<file path="src/p1lc_pkg.sv">
// What this block does
// Switch-side loopback returns switch transmit frames to switch receive, none reach MAC.
// Software sets receive-own-transmit elsewhere when using switch loopback in half duplex.
// Switch loopback works under isolate; both loopbacks only in MII/RMII PHY modes.
// In MII MAC mode with manual duplex set, duplex follows the duplex bit.
// In MII MAC mode without manual duplex, duplex comes from pin and polarity strap.
// Turbo bit makes speed select choose 200 or 10, else 100 or 10 Mbps.
// Speed select sets PHY-mode speed: 0 is 10 Mbps, 1 the higher rate.
// Bits 25:24 report port mode: MII MAC, MII PHY, RMII PHY, internal PHY.
// Switch collision test asserts switch collision while the switch transmits, PHY modes.
// Software uses the switch collision test only while a loopback is active.
// Bit 22 makes the reference clock pin an input (0) or output (1).
// Bit 21 picks 12 or 16 mA for RMII and 200 Mbps; else 12 mA.
// Bit 16 disables the heartbeat test, in MII PHY mode only.
// MAC-side loopback returns MAC transmit frames to the MAC, none reach the switch.
// Isolate in PHY mode stops output drive, disables pulls, ignores MII inputs.
// Bit 8 sets duplex in PHY modes and in MAC mode with manual duplex.
// Configuration loader overwrites the whole register after reset and each reload.
// Reserved bits read zero, ignore writes; strap fields reset from latched straps.
package p1lc_pkg;
  localparam logic [11:0] P1LC_LINK_CTRL_OFFSET = 12'h1ec;
  localparam int P1LC_SW_LOOP_BIT = 30;
  localparam int P1LC_MAN_DUPLEX_BIT = 28;
  localparam int P1LC_TURBO_BIT = 26;
  localparam int P1LC_MODE_LSB = 24;
  localparam int P1LC_SW_COL_BIT = 23;
  localparam int P1LC_CLK_DIR_BIT = 22;
  localparam int P1LC_CLK_STR_BIT = 21;
  localparam int P1LC_SQE_OFF_BIT = 16;
  localparam int P1LC_MAC_LOOP_BIT = 14;
  localparam int P1LC_SPEED_BIT = 13;
  localparam int P1LC_ISOLATE_BIT = 10;
  localparam int P1LC_DUPLEX_BIT = 8;
  localparam int P1LC_MAC_COL_BIT = 7;
  // Software-writable bits; mode is read-only to software
  localparam logic [31:0] P1LC_SW_MASK = 32'h54e16580;
  // Loader may also rewrite the strapped mode field
  localparam logic [31:0] P1LC_LOAD_MASK = 32'h57e16580;
  localparam logic [31:0] P1LC_RESET_VALUE = 32'h00000000;
  localparam logic [1:0] P1LC_MODE_MII_MAC = 2'h0;
  localparam logic [1:0] P1LC_MODE_MII_PHY = 2'h1;
  localparam logic [1:0] P1LC_MODE_RMII_PHY = 2'h2;
  localparam logic [1:0] P1LC_MODE_INT_PHY = 2'h3;
  localparam logic [1:0] P1LC_SPEED_10 = 2'h0;
  localparam logic [1:0] P1LC_SPEED_100 = 2'h1;
  localparam logic [1:0] P1LC_SPEED_200 = 2'h2;
  // Cycles after reset release before straps are taken (one more than the two-stage synchroniser depth)
  localparam logic [1:0] P1LC_STRAP_WAIT = 2'h3;
  typedef enum logic [2:0] {
    P1LC_ST_WAIT = 3'b001,
    P1LC_ST_CAPTURE = 3'b010,
    P1LC_ST_RUN = 3'b100
  } p1lc_state_e;
endpackage : p1lc_pkg

</file>
<file path="src/p1lc_sync.sv">
`timescale 1ns/1ps
module p1lc_sync #(
  parameter int WIDTH = 1
) (
  // Clock and reset
  input wire logic clk,
  input wire logic rst,
  // Asynchronous level in, synchronised level out
  input wire logic [WIDTH-1:0] async_in,
  output logic [WIDTH-1:0] sync_out
);
  logic [WIDTH-1:0] meta_reg;

  // First stage feeds only the second stage
  always_ff @(posedge clk or posedge rst) begin
    if (rst) begin
      meta_reg <= '0;
      sync_out <= '0;
    end else begin
      meta_reg <= async_in;
      sync_out <= meta_reg;
    end
  end
endmodule : p1lc_sync

</file>
<file path="src/p1lc_port1_link_control.sv">
// The plain strobed port was decided locally.
`timescale 1ns/1ps
module p1lc_port1_link_control (
  // Clock and reset
  input wire logic clk,
  input wire logic rst,
  // Register port
  input wire logic [11:0] reg_addr,
  input wire logic [31:0] reg_wdata,
  input wire logic reg_wr,
  input wire logic reg_rd,
  output logic [31:0] reg_rdata,
  // Configuration loader
  input wire logic loader_wr,
  input wire logic [31:0] loader_data,
  // Straps
  input wire logic [1:0] strap_mode,
  input wire logic strap_turbo,
  input wire logic strap_clk_dir,
  input wire logic strap_clk_strength,
  input wire logic strap_sqe_off,
  input wire logic strap_speed,
  input wire logic strap_duplex_pol,
  // External MAC or PHY pins
  input wire logic port1_duplex_input,
  input wire logic mac_tx_en_in,
  input wire logic [3:0] mac_txd_in,
  output logic mac_rx_dv_out,
  output logic [3:0] mac_rxd_out,
  output logic mac_col_out,
  output logic mii_out_oe,
  output logic mii_pull_en,
  input wire logic port1_reference_clock_pin_in,
  output logic port1_reference_clock_pin_out,
  output logic port1_reference_clock_pin_oe,
  output logic ref_clk_in_level,
  // Switch fabric side
  input wire logic sw_tx_en,
  input wire logic [3:0] sw_txd,
  output logic sw_rx_dv,
  output logic [3:0] sw_rxd,
  output logic sw_col,
  // Port configuration
  output logic duplex_full,
  output logic [1:0] speed_sel,
  output logic clk_strength_16ma,
  output logic heartbeat_test_enable,
  output logic straps_ready
);
  logic [1:0] mode_s;
  logic [5:0] strap_s;
  logic duplex_pin_s;
  logic mac_tx_en_s;
  logic [3:0] mac_txd_s;
  logic refclk_s;
  logic [31:0] ctrl_reg;
  logic [31:0] ctrl_next;
  p1lc_pkg::p1lc_state_e state_reg;
  logic [1:0] wait_reg;
  logic duplex_pol_reg;
  logic [1:0] mode;
  logic phy_mode;
  logic mii_phy;
  logic isolate_act;
  logic sw_loop;
  logic mac_loop;
  logic mac_tx_en_eff;
  logic [3:0] mac_txd_eff;

  // Every pin and strap is synchronised before use
  p1lc_sync #(.WIDTH(15)) u_sync (
    .clk(clk),
    .rst(rst),
    .async_in({strap_mode, strap_turbo, strap_clk_dir, strap_clk_strength, strap_sqe_off,
               strap_speed, strap_duplex_pol, port1_duplex_input, mac_tx_en_in, mac_txd_in,
               port1_reference_clock_pin_in}),
    .sync_out({mode_s, strap_s, duplex_pin_s, mac_tx_en_s, mac_txd_s, refclk_s})
  );

  function automatic logic [31:0] strap_word(input logic [1:0] m, input logic [5:0] s,
                                             input logic dpin);
    logic [31:0] w;
    w = p1lc_pkg::P1LC_RESET_VALUE;
    w[p1lc_pkg::P1LC_MODE_LSB +: 2] = m;
    w[p1lc_pkg::P1LC_TURBO_BIT] = s[5];
    w[p1lc_pkg::P1LC_CLK_DIR_BIT] = s[4];
    w[p1lc_pkg::P1LC_CLK_STR_BIT] = s[3];
    w[p1lc_pkg::P1LC_SQE_OFF_BIT] = s[2];
    w[p1lc_pkg::P1LC_SPEED_BIT] = s[1];
    w[p1lc_pkg::P1LC_DUPLEX_BIT] = (dpin == s[0]);
    return w;
  endfunction : strap_word

  // Straps are caught after release, never under the reset itself
  always_ff @(posedge clk or posedge rst) begin
    if (rst) begin
      state_reg <= p1lc_pkg::P1LC_ST_WAIT;
      wait_reg <= 2'h0;
    end else begin
      unique case (state_reg)
        p1lc_pkg::P1LC_ST_WAIT: begin
          wait_reg <= wait_reg + 2'h1;
          if (wait_reg == p1lc_pkg::P1LC_STRAP_WAIT - 2'h1) begin
            state_reg <= p1lc_pkg::P1LC_ST_CAPTURE;
          end
        end
        p1lc_pkg::P1LC_ST_CAPTURE: begin
          state_reg <= p1lc_pkg::P1LC_ST_RUN;
        end
        p1lc_pkg::P1LC_ST_RUN: begin
          state_reg <= p1lc_pkg::P1LC_ST_RUN;
        end
        default: begin
          state_reg <= p1lc_pkg::P1LC_ST_WAIT;
        end
      endcase
    end
  end

  always_ff @(posedge clk or posedge rst) begin
    if (rst) begin
      duplex_pol_reg <= 1'b0;
    end else if (state_reg == p1lc_pkg::P1LC_ST_CAPTURE) begin
      duplex_pol_reg <= strap_s[0];
    end
  end

  // Loader beats software when both write in one cycle in the run state; before run the loader write is dropped
  always_comb begin
    ctrl_next = ctrl_reg;
    if (state_reg == p1lc_pkg::P1LC_ST_CAPTURE) begin
      ctrl_next = strap_word(mode_s, strap_s, duplex_pin_s);
    end else if (loader_wr && state_reg == p1lc_pkg::P1LC_ST_RUN) begin
      ctrl_next = loader_data & p1lc_pkg::P1LC_LOAD_MASK;
    end else if (reg_wr && reg_addr == p1lc_pkg::P1LC_LINK_CTRL_OFFSET) begin
      ctrl_next = (ctrl_reg & ~p1lc_pkg::P1LC_SW_MASK) |
                  (reg_wdata & p1lc_pkg::P1LC_SW_MASK);
    end
  end

  always_ff @(posedge clk or posedge rst) begin
    if (rst) begin
      ctrl_reg <= p1lc_pkg::P1LC_RESET_VALUE;
    end else begin
      ctrl_reg <= ctrl_next;
    end
  end

  // Unmapped reads return zero; data stands one cycle only
  always_ff @(posedge clk or posedge rst) begin
    if (rst) begin
      reg_rdata <= 32'h00000000;
    end else if (reg_rd && reg_addr == p1lc_pkg::P1LC_LINK_CTRL_OFFSET) begin
      reg_rdata <= ctrl_reg;
    end else begin
      reg_rdata <= 32'h00000000;
    end
  end

  assign mode = ctrl_reg[p1lc_pkg::P1LC_MODE_LSB +: 2];
  assign mii_phy = (mode == p1lc_pkg::P1LC_MODE_MII_PHY);
  assign phy_mode = mii_phy || (mode == p1lc_pkg::P1LC_MODE_RMII_PHY);
  assign isolate_act = phy_mode && ctrl_reg[p1lc_pkg::P1LC_ISOLATE_BIT];
  // Switch loopback ignores isolate on purpose
  assign sw_loop = phy_mode && ctrl_reg[p1lc_pkg::P1LC_SW_LOOP_BIT];
  assign mac_loop = phy_mode && ctrl_reg[p1lc_pkg::P1LC_MAC_LOOP_BIT];
  assign mac_tx_en_eff = mac_tx_en_s && !isolate_act;
  assign mac_txd_eff = isolate_act ? 4'h0 : mac_txd_s;

  // Receive path toward the switch engine
  always_ff @(posedge clk or posedge rst) begin
    if (rst) begin
      sw_rx_dv <= 1'b0;
      sw_rxd <= 4'h0;
    end else if (sw_loop) begin
      sw_rx_dv <= sw_tx_en;
      sw_rxd <= sw_txd;
    end else if (mac_loop) begin
      sw_rx_dv <= 1'b0;
      sw_rxd <= 4'h0;
    end else begin
      sw_rx_dv <= mac_tx_en_eff;
      sw_rxd <= mac_txd_eff;
    end
  end

  // Receive path toward the external MAC
  always_ff @(posedge clk or posedge rst) begin
    if (rst) begin
      mac_rx_dv_out <= 1'b0;
      mac_rxd_out <= 4'h0;
    end else if (mac_loop) begin
      mac_rx_dv_out <= mac_tx_en_eff;
      mac_rxd_out <= mac_txd_eff;
    end else if (sw_loop) begin
      mac_rx_dv_out <= 1'b0;
      mac_rxd_out <= 4'h0;
    end else begin
      mac_rx_dv_out <= sw_tx_en;
      mac_rxd_out <= sw_txd;
    end
  end

  // Collision tests; only meaningful alongside a loopback
  always_ff @(posedge clk or posedge rst) begin
    if (rst) begin
      sw_col <= 1'b0;
      mac_col_out <= 1'b0;
    end else begin
      sw_col <= phy_mode && ctrl_reg[p1lc_pkg::P1LC_SW_COL_BIT] && sw_tx_en;
      mac_col_out <= mii_phy && ctrl_reg[p1lc_pkg::P1LC_MAC_COL_BIT] && mac_tx_en_eff;
    end
  end

  // Pin drive controls
  always_ff @(posedge clk or posedge rst) begin
    if (rst) begin
      mii_out_oe <= 1'b0;
      mii_pull_en <= 1'b0;
      port1_reference_clock_pin_oe <= 1'b0;
      port1_reference_clock_pin_out <= 1'b0;
      ref_clk_in_level <= 1'b0;
    end else begin
      mii_out_oe <= !isolate_act;
      mii_pull_en <= !isolate_act;
      port1_reference_clock_pin_oe <= ctrl_reg[p1lc_pkg::P1LC_CLK_DIR_BIT];
      // Divided reference only toggles while the pin is an output
      port1_reference_clock_pin_out <= ctrl_reg[p1lc_pkg::P1LC_CLK_DIR_BIT] &&
                                       !port1_reference_clock_pin_out;
      ref_clk_in_level <= refclk_s;
    end
  end

  // Duplex selection
  always_ff @(posedge clk or posedge rst) begin
    if (rst) begin
      duplex_full <= 1'b0;
    end else if (mode == p1lc_pkg::P1LC_MODE_MII_MAC &&
                 !ctrl_reg[p1lc_pkg::P1LC_MAN_DUPLEX_BIT]) begin
      duplex_full <= (duplex_pin_s == duplex_pol_reg);
    end else begin
      duplex_full <= ctrl_reg[p1lc_pkg::P1LC_DUPLEX_BIT];
    end
  end

  // Speed, drive strength and heartbeat test
  always_ff @(posedge clk or posedge rst) begin
    if (rst) begin
      speed_sel <= p1lc_pkg::P1LC_SPEED_10;
      clk_strength_16ma <= 1'b0;
      heartbeat_test_enable <= 1'b0;
    end else begin
      if (!phy_mode) begin
        speed_sel <= p1lc_pkg::P1LC_SPEED_100;
      end else if (!ctrl_reg[p1lc_pkg::P1LC_SPEED_BIT]) begin
        speed_sel <= p1lc_pkg::P1LC_SPEED_10;
      end else if (ctrl_reg[p1lc_pkg::P1LC_TURBO_BIT]) begin
        speed_sel <= p1lc_pkg::P1LC_SPEED_200;
      end else begin
        speed_sel <= p1lc_pkg::P1LC_SPEED_100;
      end
      clk_strength_16ma <= ctrl_reg[p1lc_pkg::P1LC_CLK_STR_BIT] &&
                           ((mode == p1lc_pkg::P1LC_MODE_RMII_PHY) ||
                            (mii_phy && ctrl_reg[p1lc_pkg::P1LC_TURBO_BIT] &&
                             ctrl_reg[p1lc_pkg::P1LC_SPEED_BIT]));
      heartbeat_test_enable <= mii_phy && !ctrl_reg[p1lc_pkg::P1LC_SQE_OFF_BIT];
    end
  end

  always_ff @(posedge clk or posedge rst) begin
    if (rst) begin
      straps_ready <= 1'b0;
    end else begin
      straps_ready <= (state_reg == p1lc_pkg::P1LC_ST_RUN);
    end
  end
endmodule : p1lc_port1_link_control

</file>
<file path="config.mk">
export PLATFORM = sky130hd
export DESIGN_NAME = p1lc_port1_link_control
export DESIGN_NICKNAME = d
export VERILOG_FILES = /design/src/p1lc_pkg.sv /design/src/p1lc_sync.sv /design/src/p1lc_port1_link_control.sv
export SDC_FILE = /design/constraint.sdc
export NUM_CORES = 1
export LEC_CHECK = 0
export ABC_CLOCK_PERIOD_IN_PS = 2300
export BUFFER_PORTS_ARGS = -buffer_cell sky130_fd_sc_hd__buf_2
export CORE_ASPECT_RATIO = 1.75
export CORE_UTILIZATION = 40
export CTS_BUF_LIST = sky130_fd_sc_hd__clkbuf_4 sky130_fd_sc_hd__clkbuf_8 sky130_fd_sc_hd__clkbuf_16
export CTS_CLUSTER_DIAMETER = 100
export CTS_CLUSTER_SIZE = 40
export DETAILED_ROUTE_END_ITERATION = 6
export PLACE_DENSITY = 0.7
export SYNTH_ARGS = -nofsm -noshare
export SYNTH_HDL_FRONTEND = slang
export SYNTH_SLANG_ARGS = --single-unit
</file>
<file path="constraint.sdc">
create_clock -name clk -period 2.3 [get_ports clk]
set_clock_uncertainty 0.05 [all_clocks]
set_input_delay 0.23 -clock clk [delete_from_list [all_inputs] [get_ports clk]]
set_output_delay 0.23 -clock clk [all_outputs]
set_load 0.02 [all_outputs]
</file>
; ---- Yosys cells after proc, flatten, opt, wreduce, memory -nomap -nowiden
; Index checks and enable logic that the tools add are counted.
[word_totals]
out_inout_bits = 55
wordCells = 79
input_bits = 101
regBits = 122
[op_classes]
n_mux = 19
n_addsub = 1
eq_ne = 10
bitwise = 1
reduce_logical = 26
[ops]
columns = op, count
row1 = 32-bit two-way mux, 4
row2 = 32-bit by 31-bit bitwise OR with 32-bit output, 1
row3 = 4-bit two-way mux, 5
row4 = 1-bit logical AND, 17
row5 = 12-bit by 9-bit equality test with 1-bit output (second input constant), 1
row6 = 2-bit two-way mux, 3
row7 = 3-bit case mux with 2 select lines, 1
row8 = 1-bit two-way mux, 5
row9 = 2-bit equality test (second input constant), 2
row10 = 1-bit zero test, 4
row11 = 3-bit by 1-bit equality test with 1-bit output (second input constant), 1
row12 = 3-bit by 2-bit equality test with 1-bit output (second input constant), 1
row13 = 3-bit equality test (second input constant), 1
row14 = 3-bit two-way mux, 1
row15 = 3-bit nonzero test, 1
row16 = 2-bit by 1-bit adder with 2-bit output (second input constant), 1
row17 = 1-bit equality test, 2
row18 = 2-bit by 1-bit equality test with 1-bit output (second input constant), 1
row19 = 2-bit zero test, 1
row20 = 1-bit logical OR, 2
row21 = 2-bit inequality test (second input constant), 1
row22 = 2-bit OR reduction, 1

; ---- Longest topological paths before layout
; Gate-level depths: netlist of run 1.
[logic_depth]
depth_word = 7
ltp_mapped = 6
mapped_depth_nobuf = 5

; ---- Cells and area by module
; Synthesis of run 1 repeated with hierarchy kept, for this count alone.
[hier_totals]
hier_cells = 233
area_unflattened_um2 = 3261.9
[by_module_without_submodules]
columns = module, n_inst, seq_area_each_um2, cells_each, area_per_inst_um2
row1 = p1lc_port1_link_control, 1, 1427.6, 202, 2507.4
row2 = p1lc_sync, 1, 750.7, 31, 754.5

; ---- Worst setup path after synthesis of run 1
; OpenSTA, ideal clock, no wires.
[synth_path]
kind = reg2reg
from = reg state_reg[0]
to = reg ctrl_reg[10]
required_time_ns = 2.125
t_arrival_ns = 1.566
path_buffers = 2
setup_ns = 0.125
path_stages_with_launch = 6
slack_ns = 0.559
period_less_slack_ns = 1.741
path_cell_list = dfstp_2 and4bb_1 buf_6 a211o_1 buf_6 mux2_4
[synth_via]
elab_chain_len = 4
[synth_lines]
columns = element, line_no
row1 = start: declaration, p1lc_port1_link_control.sv:58  ; p1lc_pkg::p1lc_state_e state_reg;
row2 = start signal: assignment, p1lc_port1_link_control.sv:97  ; state_reg <= p1lc_pkg::P1LC_ST_WAIT;
row3 = start signal: assignment, p1lc_port1_link_control.sv:104  ; state_reg <= p1lc_pkg::P1LC_ST_CAPTURE;
row4 = start signal: assignment, p1lc_port1_link_control.sv:108  ; state_reg <= p1lc_pkg::P1LC_ST_RUN;
row5 = 3-bit equality test, p1lc_port1_link_control.sv:133  ; end else if (loader_wr && state_reg == p1lc_pkg::P1LC_ST_RUN) begin
row6 = 1-bit logical AND, p1lc_port1_link_control.sv:133
row7 = 32-bit two-way mux, p1lc_port1_link_control.sv:133
row8 = 32-bit two-way mux, p1lc_port1_link_control.sv:131  ; if (state_reg == p1lc_pkg::P1LC_ST_CAPTURE) begin
row9 = end signal: assignment, p1lc_port1_link_control.sv:143  ; ctrl_reg <= p1lc_pkg::P1LC_RESET_VALUE;
row10 = end signal: assignment, p1lc_port1_link_control.sv:145  ; ctrl_reg <= ctrl_next;
row11 = end: declaration, p1lc_port1_link_control.sv:56  ; logic [31:0] ctrl_reg;
; Parallel ways exist; a longest one is shown, timed or not.
; A chain may end at the register's enable or synchronous reset.

; ---- Final worst setup path of run 1
[layout_path]
from = reg state_reg[1]
to = reg ctrl_reg[28]
; Same word-level chain as after synthesis.

==> results of run 1 <==
[cell type report]
class	count	area, sq um	share of cell area (%)
timing repair buffer	139	803	18.7
clock buffer	12	260	6.05
tap	90	113	2.62
multi-input combinational	111	875	20.3
clock inverter	3	42.5	0.989
inverter	7	30.0	0.698
sequential	87	2180	50.6
[cell usage after synthesis (all sizes together), types with 2 or more instances]
master and count:
a21oi 2, a22o 5, a32o 5, and3 17
buf 21, clkbuf 6, dfrtp 86, ha 4
inv 7, mux2 13, mux2i 13, nand2 10
nor2 10, nor2b 3, nor3b 3, nor4bb 3
o21ai 11, o31ai 2, xnor2 2
[cell families after synthesis]
kind of cell	after synthesis	share of synthesized area [%]
xor+xnor	3	0.805
flops	87	66.7
fa+ha+maj	4	1.53
other cells	1	0.115
mux	26	9.62
compound gates	27	5.79
simple gates	50	8.93
buf+inv	34	6.48
[timing repair]
item / in CTS / in global routing
setup endpoints to repair: 0 / 0
hold buffers: 16 / 0
endpoints found under the hold margin: 40 / 0
[worst reg2reg max path: cells and delay by family, from the launching register on]
| kind | cells | cell delay, ps |
|---|---|---|
| AO/OA/AOI/OAI | 1 | 540 |
| multiplexers | 1 | 410 |
| flip-flops | 1 | 400 |
| AND/OR/NAND/NOR | 1 | 320 |
[where the power goes]
group	internal (mW)	switching, mW	leakage, nW
logic	0.203	0.248	1.06
registers	1.64	0.0588	1.05
clock network	0.904	0.537	0.148
total	2.75	0.844	2.26
[per-layer routing]
| layer | routed length (um) | GRT usage (%) | share of wire, % | vias up |
|---|---|---|---|---|
| met1 | 2330 | 16.0 | 39 | 979 |
| met3 | 373 | 5.23 | 6.3 | 16 |
| met5 | 0 | 0 | 0 | - |
| met4 | 192 | 8.13 | 3.3 | 0 |
| met2 | 3010 | 24.5 | 51 | 104 |
| li1 | - | - | - | 1016 |
[cell usage in the layout (no fill, tap or decap), types with 2 or more instances in the layout]
cell type,count
sky130_fd_sc_hd__clkbuf_8,2
sky130_fd_sc_hd__a32o_1,5
sky130_fd_sc_hd__nor3b_1,2
sky130_fd_sc_hd__inv_1,6
sky130_fd_sc_hd__a21oi_1,2
sky130_fd_sc_hd__nor4bb_1,3
sky130_fd_sc_hd__nor2_1,10
sky130_fd_sc_hd__nor2b_1,3
sky130_fd_sc_hd__o21ai_0,11
sky130_fd_sc_hd__o31ai_1,2
sky130_fd_sc_hd__mux2_4,10
sky130_fd_sc_hd__clkinvlp_4,2
sky130_fd_sc_hd__clkbuf_16,9
sky130_fd_sc_hd__a22o_1,5
sky130_fd_sc_hd__xnor2_1,2
sky130_fd_sc_hd__buf_4,5
sky130_fd_sc_hd__and3_1,17
sky130_fd_sc_hd__nand2_1,10
sky130_fd_sc_hd__mux2i_1,13
sky130_fd_sc_hd__mux2_2,3
sky130_fd_sc_hd__dlygate4sd3_1,16
sky130_fd_sc_hd__buf_2,117
sky130_fd_sc_hd__dfrtp_1,86
sky130_fd_sc_hd__ha_1,4
[per-stage QoR]
stage / utilization [%] / setup slack [ps] / hold slack [ps] / cells
after global placement: 48.5 / 322 / 277 / 418
after detailed placement: 48.5 / 259 / 283 / 418
after global routing: 54.4 / 374 / 87.1 / 449
final: 54.4 / 465 / 88.6 / 449
after CTS: 54.4 / 456 / 80.9 / 449
after floorplan: - / 559 / 211 / 232
[how the worst max path moves through the flow]
stage,start,endpoint,slack (ps),cells past startpoint
detailed placement,reg_addr[4],ctrl_reg[28]$_DFFE_PP0P_,260,5
global route,state_reg[1]$_DFFE_PP0P_,ctrl_reg[30]$_DFFE_PP0P_,370,3
global placement,reg_addr[9],ctrl_reg[30]$_DFFE_PP0P_,320,5
floorplan,state_reg[0]$_DFFE_PP1P_,ctrl_reg[10]$_DFFE_PP0P_,560,5
finish,state_reg[1]$_DFFE_PP0P_,ctrl_reg[28]$_DFFE_PP0P_,460,3
CTS,state_reg[1]$_DFFE_PP0P_,ctrl_reg[28]$_DFFE_PP0P_,460,3
==> metrics, run 1 <==
outcome=finished clean; Final HPWL DP=4300 um; Max-Slew Margin vs Limit=49.7%; area overhead of the layout relative to synthesis=31.8%; sink count of the clock tree=87; number of synthesis warnings=0; TritonCTS clock tree=yes; fraction of the cycle the final worst path needs=79.8%; total wirelength of the detailed-routed design=5900 um; accumulated negative setup slack=0 ps; Inserted Clock Buffers=9; final number of max-transition violations=0; global route overflow=0; number of distinct library cells after synthesis=32; total buffers and inverters traversed by the critical path=0; dominant cells by area after synthesis=sky130_fd_sc_hd__dfrtp_1 (66%), sky130_fd_sc_hd__mux2_4 (4.6%), sky130_fd_sc_hd__buf_4 (4.1%); EDFF count, synth=0; Worst path slowest cell=sky130_fd_sc_hd__a211o_1; startpoint of the lowest-slack register-to-register path=state_reg[1]$_DFFE_PP0P_; ant diodes=0; number of fill cells in the layout=654; kind of capture point of the worst setup path=flip-flop; post-cts gate resize count=0; worst-path fanout max=12; overall power after layout=3.59 mW; cell count after synthesis=232; synthesized netlist net count=337; maximum clock rate=545 MHz; placeable core region=7910 sq um; unrepaired setup endpoints after global routing=false; longest individual stage delay on the worst path=540 ps; Total GRT Usage=14.6%; number of endpoints with negative hold slack in the final report=0; vias per cell=4.71; startpoint of the tightest hold check path=sw_txd[1]; post-synthesis sequential area ratio=66.7%; GP Congestion=0.806; post-synthesis instance area=3260 sq um; average footprint of a synthesized cell=14.1 sq um; die area=8540 sq um; boundary pin count=156; total of flip-flops plus latches after synthesis=87; Final Setup Violations=0; share of cells above drive strength 1=43.2%; Clock Tree Buf Depth=2; DR WL/cell=13.1 um; via count of the first global-routing pass=2098; pin count of the biggest net entering global routing=37; count of standard-cell rows=43; LEAKAGE=2.26 nW; share of flip-flops with an asynchronous set or reset=100%; shortest clock period the worst path allows after layout=1840 ps; CTS Root Buffer Type=sky130_fd_sc_hd__clkbuf_16; required time at the endpoint of the critical path=2470 ps; clock latency at the later pin of the worst-skew pair=330 ps; number of iterations in the first detailed-routing pass=4; DRT antenna net count=0; reg2reg setup slack=460 ps; cell area after placement=3840 sq um; Finished Cell Area=4300 sq um; Chip Height=122 um; antenna violations before repair=0; worst reg2reg path depth=3; Port Buffer Count=117; actual transition at the worst max-transition pin=748 ps; power per cell area=835 nW/um^2; initial standard-cell utilization of the core=41.3%; proportion of netlist area held by the largest area contributor=65.9%; worst ir drop on vdd=0.495 mV; family with the most delay on the worst path=compound AO/OA/AOI/OAI gates; critical path class=reg2reg; critical path startpoint category=flip-flop; H-tree lvl count=3; DRC violation count after routing=0; Clk pin slew, worst setup/hold paths=60 ps; count of cells along the worst hold path=2; worst hold path class=in2reg; final net count=460; biggest area consumer among synthesized cells=sky130_fd_sc_hd__dfrtp_1; via count=2115; prevailing post-synth register cell=sky130_fd_sc_hd__dfrtp_1; capture instance of the worst register-to-register path=ctrl_reg[28]$_DFFE_PP0P_; Die Wd=70.3 um; Arrival @ worst endpoint=2000 ps; total of max-cap violations=0; first-iteration detailed-routing DRC count=136; list of cells traversed by the critical path=and4bb_1 > a211o_1 > mux2_2; endpoint of the worst hold path=mac_rxd_out[1]$_DFF_PP0_; first-pass GRT wire length=9360 um; post-CTS setup buffers=0
(Power assumes the default switching activity.)
==> run 2: changes to the inputs <==
--- a/config.mk
+++ b/config.mk
@@ -5,7 +5,8 @@
 export SDC_FILE = /design/constraint.sdc
 export NUM_CORES = 1
 export LEC_CHECK = 0
-export ABC_CLOCK_PERIOD_IN_PS = 2300
+export ABC_AREA = 1
+export ABC_CLOCK_PERIOD_IN_PS = 1700
 export BUFFER_PORTS_ARGS = -buffer_cell sky130_fd_sc_hd__buf_2
 export CORE_ASPECT_RATIO = 1.75
 export CORE_UTILIZATION = 40
@@ -13,7 +14,7 @@
 export CTS_CLUSTER_DIAMETER = 100
 export CTS_CLUSTER_SIZE = 40
 export DETAILED_ROUTE_END_ITERATION = 6
-export PLACE_DENSITY = 0.7
+export PLACE_DENSITY = 0.67
 export SYNTH_ARGS = -nofsm -noshare
 export SYNTH_HDL_FRONTEND = slang
 export SYNTH_SLANG_ARGS = --single-unit
==> constraint.sdc (replaced) <==
create_clock -name clk -period 1.7 [get_ports clk]
set_clock_uncertainty 0.05 [all_clocks]
set_input_delay 0.17 -clock clk [delete_from_list [all_inputs] [get_ports clk]]
set_output_delay 0.17 -clock clk [all_outputs]
set_load 0.02 [all_outputs]
==> run 2 against run 1 <==
  * First-iteration DRC count down 50%
  * Sequential cell count unchanged
  * Wire length up 11%
==> metrics, run 2 <==
mux contribution to synthesized area=0% (-9.6 points); post-synthesis sequential area ratio=64.4% (-2.3 points); average footprint of a synthesized cell=10.4 sq um (-26%); critical path startpoint category=flip-flop; Synth Area in Compound Gates=3.14% (-2.6 points); number of endpoints with negative hold slack in the final report=0 (unchanged); global-route track usage on met2=28.7% (+4.2 points); DRC violation count after routing=0 (unchanged); worst-path fanout max=9 (-3); number of iterations in the first detailed-routing pass=4 (unchanged); antenna violations before repair=0 (unchanged); TritonCTS clock tree=yes; synthesized netlist net count=430 (+28%); worst ir drop on vdd=0.526 mV (+6.2%); critical path class=reg2reg; Final Setup Violations=0 (unchanged); sink count of the clock tree=87 (unchanged); list of cells traversed by the critical path=nor2_4 > nand2_1 > clkinv_1 > nand3_1 > nand2_1 > nand2_1 > nand2_1; total of flip-flops plus latches after synthesis=87 (unchanged); power per cell area=1060 nW/um^2 (+26%); Clk pin slew, worst setup/hold paths=60 ps (about the same); share of flip-flops with an asynchronous set or reset=100% (unchanged); initial standard-cell utilization of the core=41.0% (-0.32 points); most frequent cell on the critical path=sky130_fd_sc_hd__nand2_1; EDFF count, synth=0 (unchanged); Max-Slew Margin vs Limit=64.3% (+15 points); first-iteration detailed-routing DRC count=68 (-50%); Most Used Layer, Global Route=met2; H-tree lvl count=3 (unchanged); placeable core region=8260 sq um (+4.4%); most common cell after layout, fill and taps aside=sky130_fd_sc_hd__buf_2; total of max-cap violations=0 (unchanged); shortest clock period the worst path allows after layout=1500 ps (-336 ps); Final HPWL DP=5000 um (+16%); routing usage on met3=4.61% (-0.62 points); number of synthesis warnings=0 (unchanged); maximum clock rate=667 MHz (+22%); first-pass GRT wire length=10500 um (+12%); dominant combinational cell family by area after synthesis=simple AND/OR/NAND/NOR gates; Post-CTS Hold Fix Bufs=16 (unchanged); proportion of netlist area held by the largest area contributor=63.6% (-2.3 points); worst hold path class=in2reg; CTS Root Buffer Type=sky130_fd_sc_hd__clkbuf_16; die area=8840 sq um (+3.5%); Synth Area in XOR/XNOR=0.777% (-0.028 points); kind of capture point of the worst setup path=flip-flop; LEAKAGE=2.44 nW (+7.8%); cell area after placement=3980 sq um (+3.7%); Port Buffer Count=117 (unchanged); ranking of synthesized cells by instance count=sky130_fd_sc_hd__dfrtp_1 (86), sky130_fd_sc_hd__nand2_1 (76), sky130_fd_sc_hd__inv_1 (42), sky130_fd_sc_hd__nand3_1 (27), sky130_fd_sc_hd__nor2_1 (22); Clock Tree Buf Depth=2 (unchanged); Inserted Clock Buffers=9 (unchanged); unrepaired setup endpoints after global routing=false; post-cts gate resize count=0 (unchanged); Arrival @ worst endpoint=1680 ps (-320 ps); area overhead of the layout relative to synthesis=30.5%; vias per cell=4.51 (-4.3%); fraction of the cycle the final worst path needs=88.2% (+8.4 points); GP Congestion=0.819 (+1.6%); ant diodes=0 (unchanged); count of standard-cell rows=44 (+2.3%); global route overflow=0 (unchanged); clock latency at the later pin of the worst-skew pair=330 ps (about the same); Die Wd=71.5 um (+1.7%); dominant cells by area after synthesis=sky130_fd_sc_hd__dfrtp_1 (64%), sky130_fd_sc_hd__nand2_1 (8.4%), sky130_fd_sc_hd__inv_1 (4.7%); final standard cell utilization of the core=53.5% (-0.94 points); Finished Cell Area=4410 sq um (+2.6%); number of fill cells in the layout=766 (+17%); pin count of the biggest net entering global routing=31 (-16%); DR WL/cell=11.9 um (-9.8%); via count of the first global-routing pass=2330 (+11%); post-synthesis simple-gate area fraction=19.2% (+10 points); number of distinct library cells after synthesis=30 (-6.3%); cell count after synthesis=325 (+40%); via count=2480 (+17%); final number of max-transition violations=0 (unchanged); share of cells above drive strength 1=33.0% (-10 points); most frequent cells in the layout=sky130_fd_sc_hd__buf_2 (117), sky130_fd_sc_hd__dfrtp_1 (86), sky130_fd_sc_hd__nand2_1 (76); longest individual stage delay on the worst path=570 ps (+30 ps); Chip Height=124 um (+1.8%); final net count=558 (+21%); post-synthesis instance area=3380 sq um (+3.6%); met1 layer usage reported by global route=17.0% (+1.0 points); Worst path slowest cell=sky130_fd_sc_hd__dfstp_2; post-CTS setup buffers=0 (unchanged); accumulated negative setup slack=0 ps (unchanged); DRT antenna net count=0 (unchanged); outcome=finished clean; most common cell in the netlist=sky130_fd_sc_hd__dfrtp_1; biggest area consumer among synthesized cells=sky130_fd_sc_hd__dfrtp_1; required time at the endpoint of the critical path=1880 ps (-590 ps); fraction of the mapped netlist area in adder cells=1.48% (-0.053 points); total wirelength of the detailed-routed design=6520 um (+11%); Total GRT Usage=15.9% (+1.3 points); actual transition at the worst max-transition pin=534 ps (-214 ps); prevailing post-synth register cell=sky130_fd_sc_hd__dfrtp_1; boundary pin count=156 (unchanged)
run 2: changes by cell type after synthesis, sizes merged, moves of 5 or more:
cell    before  now
a22o         5    0
a32o         5    0
and3        17    0
clkbuf       6    0
inv          7   43
mux2        13    0
mux2i       13    0
nand2       10   79
nand3        0   29
nand4        0    6
nor2        10   24
nor3         0    5
o21ai       11    2
o22ai        0   10
run 2: worst max-delay path: cells and delay by family, from the launching register on:
kind,cells,cell delay [ps]
AND/OR/NAND/NOR,6,530
flip-flops,1,570
buffers and inverters,1,240
run 2: final cells by class:
type / instances / area (sq um) / share of cell area, %
tap: 92 / 115 / 2.61
inverter: 45 / 178 / 4.02
clock inverter: 3 / 20.0 / 0.454
clock buffer: 13 / 255 / 5.78
sequential: 87 / 2180 / 49.3
multi-input combinational: 169 / 837 / 19.0
timing repair buffer: 141 / 831 / 18.8
run 2: metrics by stage:
step                power, mW  hold WS, ps  setup slack [ps]  std cells
floorplan                2.68          151               365        325
global placement         2.88          193               234        518
detailed placement       2.90          198               195        518
CTS                      4.72         41.2               190        550
global route             4.88         49.8              60.1        550
finish                   4.66         51.6               201        550
run 2: metal layers:
layer  up-vias  wire length [um]
met5         -                 0
met4         0               186
met3        14               271
met2        87              3600
met1      1128              2470
li1       1251                 -
run 2: path summary, 6_finish.rpt:
kind	cells after the start	start	endpoint	slack, ps
max reg2reg	7	state_reg[0]$_DFFE_PP1P_	ctrl_reg[14]$_DFFE_PP0P_	200
min in group asynchronous	3	rst	duplex_pol_reg$_DFFE_PP0P_	390
max	7	state_reg[0]$_DFFE_PP1P_	ctrl_reg[14]$_DFFE_PP0P_	200
max in group asynchronous	4	rst	ctrl_reg[22]$_DFFE_PP0P_	680
min	3	sw_txd[1]	mac_rxd_out[1]$_DFF_PP0_	50
min reg2reg	0	u_sync.meta_reg[5]$_DFF_PP0_	u_sync.sync_out[5]$_DFF_PP0_	290
run 2: power by group:
| part | switching (mW) | total, mW | internal [mW] |
|---|---|---|---|
| registers | 0.0600 | 2.27 | 2.21 |
| clock network | 0.731 | 1.78 | 1.05 |
| logic | 0.367 | 0.606 | 0.239 |
run 2: logic make-up (layout without fill, tap and decap cells):
family	count (synthesis)	count (layout)
buffers and inverters	69	202
AND/OR/NAND/NOR	144	144
other	1	1
flip-flops	87	87
XOR/XNOR	3	3
adder cells (fa/ha/maj)	4	4
AO/OA/AOI/OAI	17	17
==> run 3: changes to the inputs <==
--- a/config.mk
+++ b/config.mk
@@ -8,7 +8,7 @@
 export ABC_AREA = 1
 export ABC_CLOCK_PERIOD_IN_PS = 1700
 export BUFFER_PORTS_ARGS = -buffer_cell sky130_fd_sc_hd__buf_2
-export CORE_ASPECT_RATIO = 1.75
+export CORE_ASPECT_RATIO = 2
 export CORE_UTILIZATION = 40
 export CTS_BUF_LIST = sky130_fd_sc_hd__clkbuf_4 sky130_fd_sc_hd__clkbuf_8 sky130_fd_sc_hd__clkbuf_16
 export CTS_CLUSTER_DIAMETER = 100
==> run 3 against run 2 <==
  * Register-to-register slack worse by 20 ps
  * Combinational power hardly changed
  * Clock power is 16% higher
  * Sequential share of layout area is 0.32 points lower
  * Cell area is 0.65% higher
  * Sequential cell count stayed put
  * Die area hardly changed
  * Hold slack better by 13 ps
  * First-iteration DRC count is 38% higher
  * Critical path depth is 2 lower
  * Critical path type unchanged
  * Critical endpoint is now sw_rxd[0]$_DFF_PP0_
==> metrics, run 3 (same netlist as run 2, synthesis figures left out) <==
Final Setup Violations=0 (unchanged); first-pass GRT wire length=11200 um (+6.8%); most common cell after layout, fill and taps aside=sky130_fd_sc_hd__buf_2; kind of capture point of the worst setup path=flip-flop; unrepaired setup endpoints after global routing=false; Inserted Clock Buffers=9 (unchanged); accumulated negative setup slack=0 ps (unchanged); required time at the endpoint of the critical path=1850 ps (-30 ps); total of max-cap violations=0 (unchanged); shortest clock period the worst path allows after layout=1520 ps (+20.6 ps); final number of max-transition violations=0 (unchanged); Die Wd=67.0 um (-6.3%); most frequent cell on the critical path=sky130_fd_sc_hd__nand2_1; final net count=556 (-0.36%); Arrival @ worst endpoint=1670 ps (about the same); DRC violation count after routing=0 (unchanged); Clock Tree Buf Depth=2 (unchanged); boundary pin count=156 (unchanged); Chip Height=132 um (+6.8%); fraction of the cycle the final worst path needs=89.4% (+1.2 points); met2 routed wirelength=3770 um (+4.9%); H-tree lvl count=3 (unchanged); worst-path fanout max=10 (+1); Clk pin slew, worst setup/hold paths=60 ps (about the same); die area=8850 sq um (about the same); power per cell area=1110 nW/um^2 (+5.2%); count of standard-cell rows=47 (+6.8%); DRT antenna net count=0 (unchanged); Worst path slowest cell=sky130_fd_sc_hd__ha_1; Total GRT Usage=17.0% (+1.0 points); worst reg2reg path depth=5 (-2); share of cells above drive strength 1=32.7% (-0.29 points); count of cells along the worst hold path=3 (unchanged); placeable core region=8230 sq um (-0.30%); Final HPWL DP=4880 um (-2.5%); GP Congestion=0.826 (+0.83%); list of cells traversed by the critical path=inv_1 > ha_1 > nand2_1 > nand2_1 > o22ai_1; Met1 Wirelength=2420 um (-1.9%); total wirelength of the detailed-routed design=6670 um (+2.2%); global route overflow=0 (unchanged); clock latency at the later pin of the worst-skew pair=330 ps (about the same); longest individual stage delay on the worst path=380 ps (-190 ps); critical path class=reg2reg; most frequent cells in the layout=sky130_fd_sc_hd__buf_2 (117), sky130_fd_sc_hd__dfrtp_1 (86), sky130_fd_sc_hd__nand2_1 (76); CTS Root Buffer Type=sky130_fd_sc_hd__clkbuf_16; pin count of the biggest net entering global routing=88 (+180%); outcome=finished clean; Port Buffer Count=117 (unchanged); pre-CTS setup slack=195 ps (+0.282 ps); ant diodes=0 (unchanged); number of endpoints with negative hold slack in the final report=0 (unchanged); vias per cell=4.57 (+1.3%); post-cts gate resize count=0 (unchanged); area overhead of the layout relative to synthesis=31.4%; DR WL/cell=12.0 um (+1.4%); TritonCTS clock tree=yes; initial standard-cell utilization of the core=41.1% (+0.12 points); worst ir drop on vdd=0.657 mV (+25%); maximum clock rate=658 MHz (-1.4%); via count of the first global-routing pass=2483 (+6.6%); antenna violations before repair=0 (unchanged); minimum setup slack in the final design=180 ps (-20.6 ps); worst hold path class=in2reg; sink count of the clock tree=87 (unchanged); critical path startpoint category=flip-flop; first-iteration detailed-routing DRC count=94 (+38%); LEAKAGE=2.44 nW (+0.21%); total met3 wirelength after detailed routing=329 um (+21%); via count=2530 (+2.0%); top routing layer in use=met4; number of iterations in the first detailed-routing pass=4 (unchanged)
## run 3: cell count changes in the layout (fill, tap and decap cells not counted)
cell,before,now
sky130_fd_sc_hd__bufinv_16,0,2
sky130_fd_sc_hd__clkbuf_4,4,2
sky130_fd_sc_hd__buf_12,2,1
sky130_fd_sc_hd__buf_4,6,5
sky130_fd_sc_hd__clkinv_2,1,0
sky130_fd_sc_hd__clkinv_4,0,1
## run 3: path summary, 6_finish.rpt
path	start	to	slack [ps]
max	ctrl_reg[24]$_DFFE_PP0P_	sw_rxd[0]$_DFF_PP0_	180
min	sw_txd[1]	mac_rxd_out[1]$_DFF_PP0_	60
max reg2reg	ctrl_reg[24]$_DFFE_PP0P_	sw_rxd[0]$_DFF_PP0_	180
min reg2reg	u_sync.meta_reg[2]$_DFF_PP0_	u_sync.sync_out[2]$_DFF_PP0_	290
max in group asynchronous	rst	state_reg[0]$_DFFE_PP1P_	790
min in group asynchronous	rst	sw_rxd[3]$_DFF_PP0_	470
## run 3: worst max-delay path: cells and delay by family (launching register included)
| kind | cells | cell delay, ps |
|---|---|---|
| and+or+nand+nor | 2 | 400 |
| adders and majority gates | 1 | 380 |
| DFF | 1 | 350 |
| AOI/OAI and AO/OA | 1 | 120 |
| buffers and inverters | 1 | 90 |
## run 3: routing by layer
layer	up-vias	global-route usage [%]
li1	1245	-
met1	1176	17.8
met4	0	7.80
met5	-	0
met3	12	3.98
met2	97	30.3
## run 3: final cells by class
class / count / area, sq um
Clock inverter: 5 / 83.8
Multi-Input combinational cell: 169 / 837
Fill cell: 773 / 3790
Clock buffer: 11 / 240
Timing Repair Buffer: 139 / 803
Inverter: 45 / 178
Tap cell: 98 / 123
Sequential cell: 87 / 2180
## run 3: power breakdown
group	leakage [nW]	total [mW]	switching (mW)	internal, mW
Combinational	1.23	0.604	0.371	0.234
Sequential	1.06	2.27	0.0593	2.21
Clock	0.153	2.06	0.740	1.32
## run 3: through the flow
step / cells / total power [mW] / cell area [sq um] / utilization [%] / hold WS, ps
CTS: 554 / 5.00 / 4440 / 54.0 / 55.3
finish: 554 / 4.93 / 4440 / 54.0 / 64.2
floorplan: 325 / 2.68 / 3390 / - / 151
global route: 554 / 5.18 / 4440 / 54.0 / 62.3
detailed placement: 522 / 2.89 / 3960 / 48.1 / 229
global placement: 522 / 2.87 / 3960 / 48.1 / 228
## run 3: what timing repair did
action                                  in CTS  in global routing
hold buffers                                16                  0
setup buffers                                0                  0
hold endpoints to repair                   101                  0
endpoints found under the setup margin       0                  0
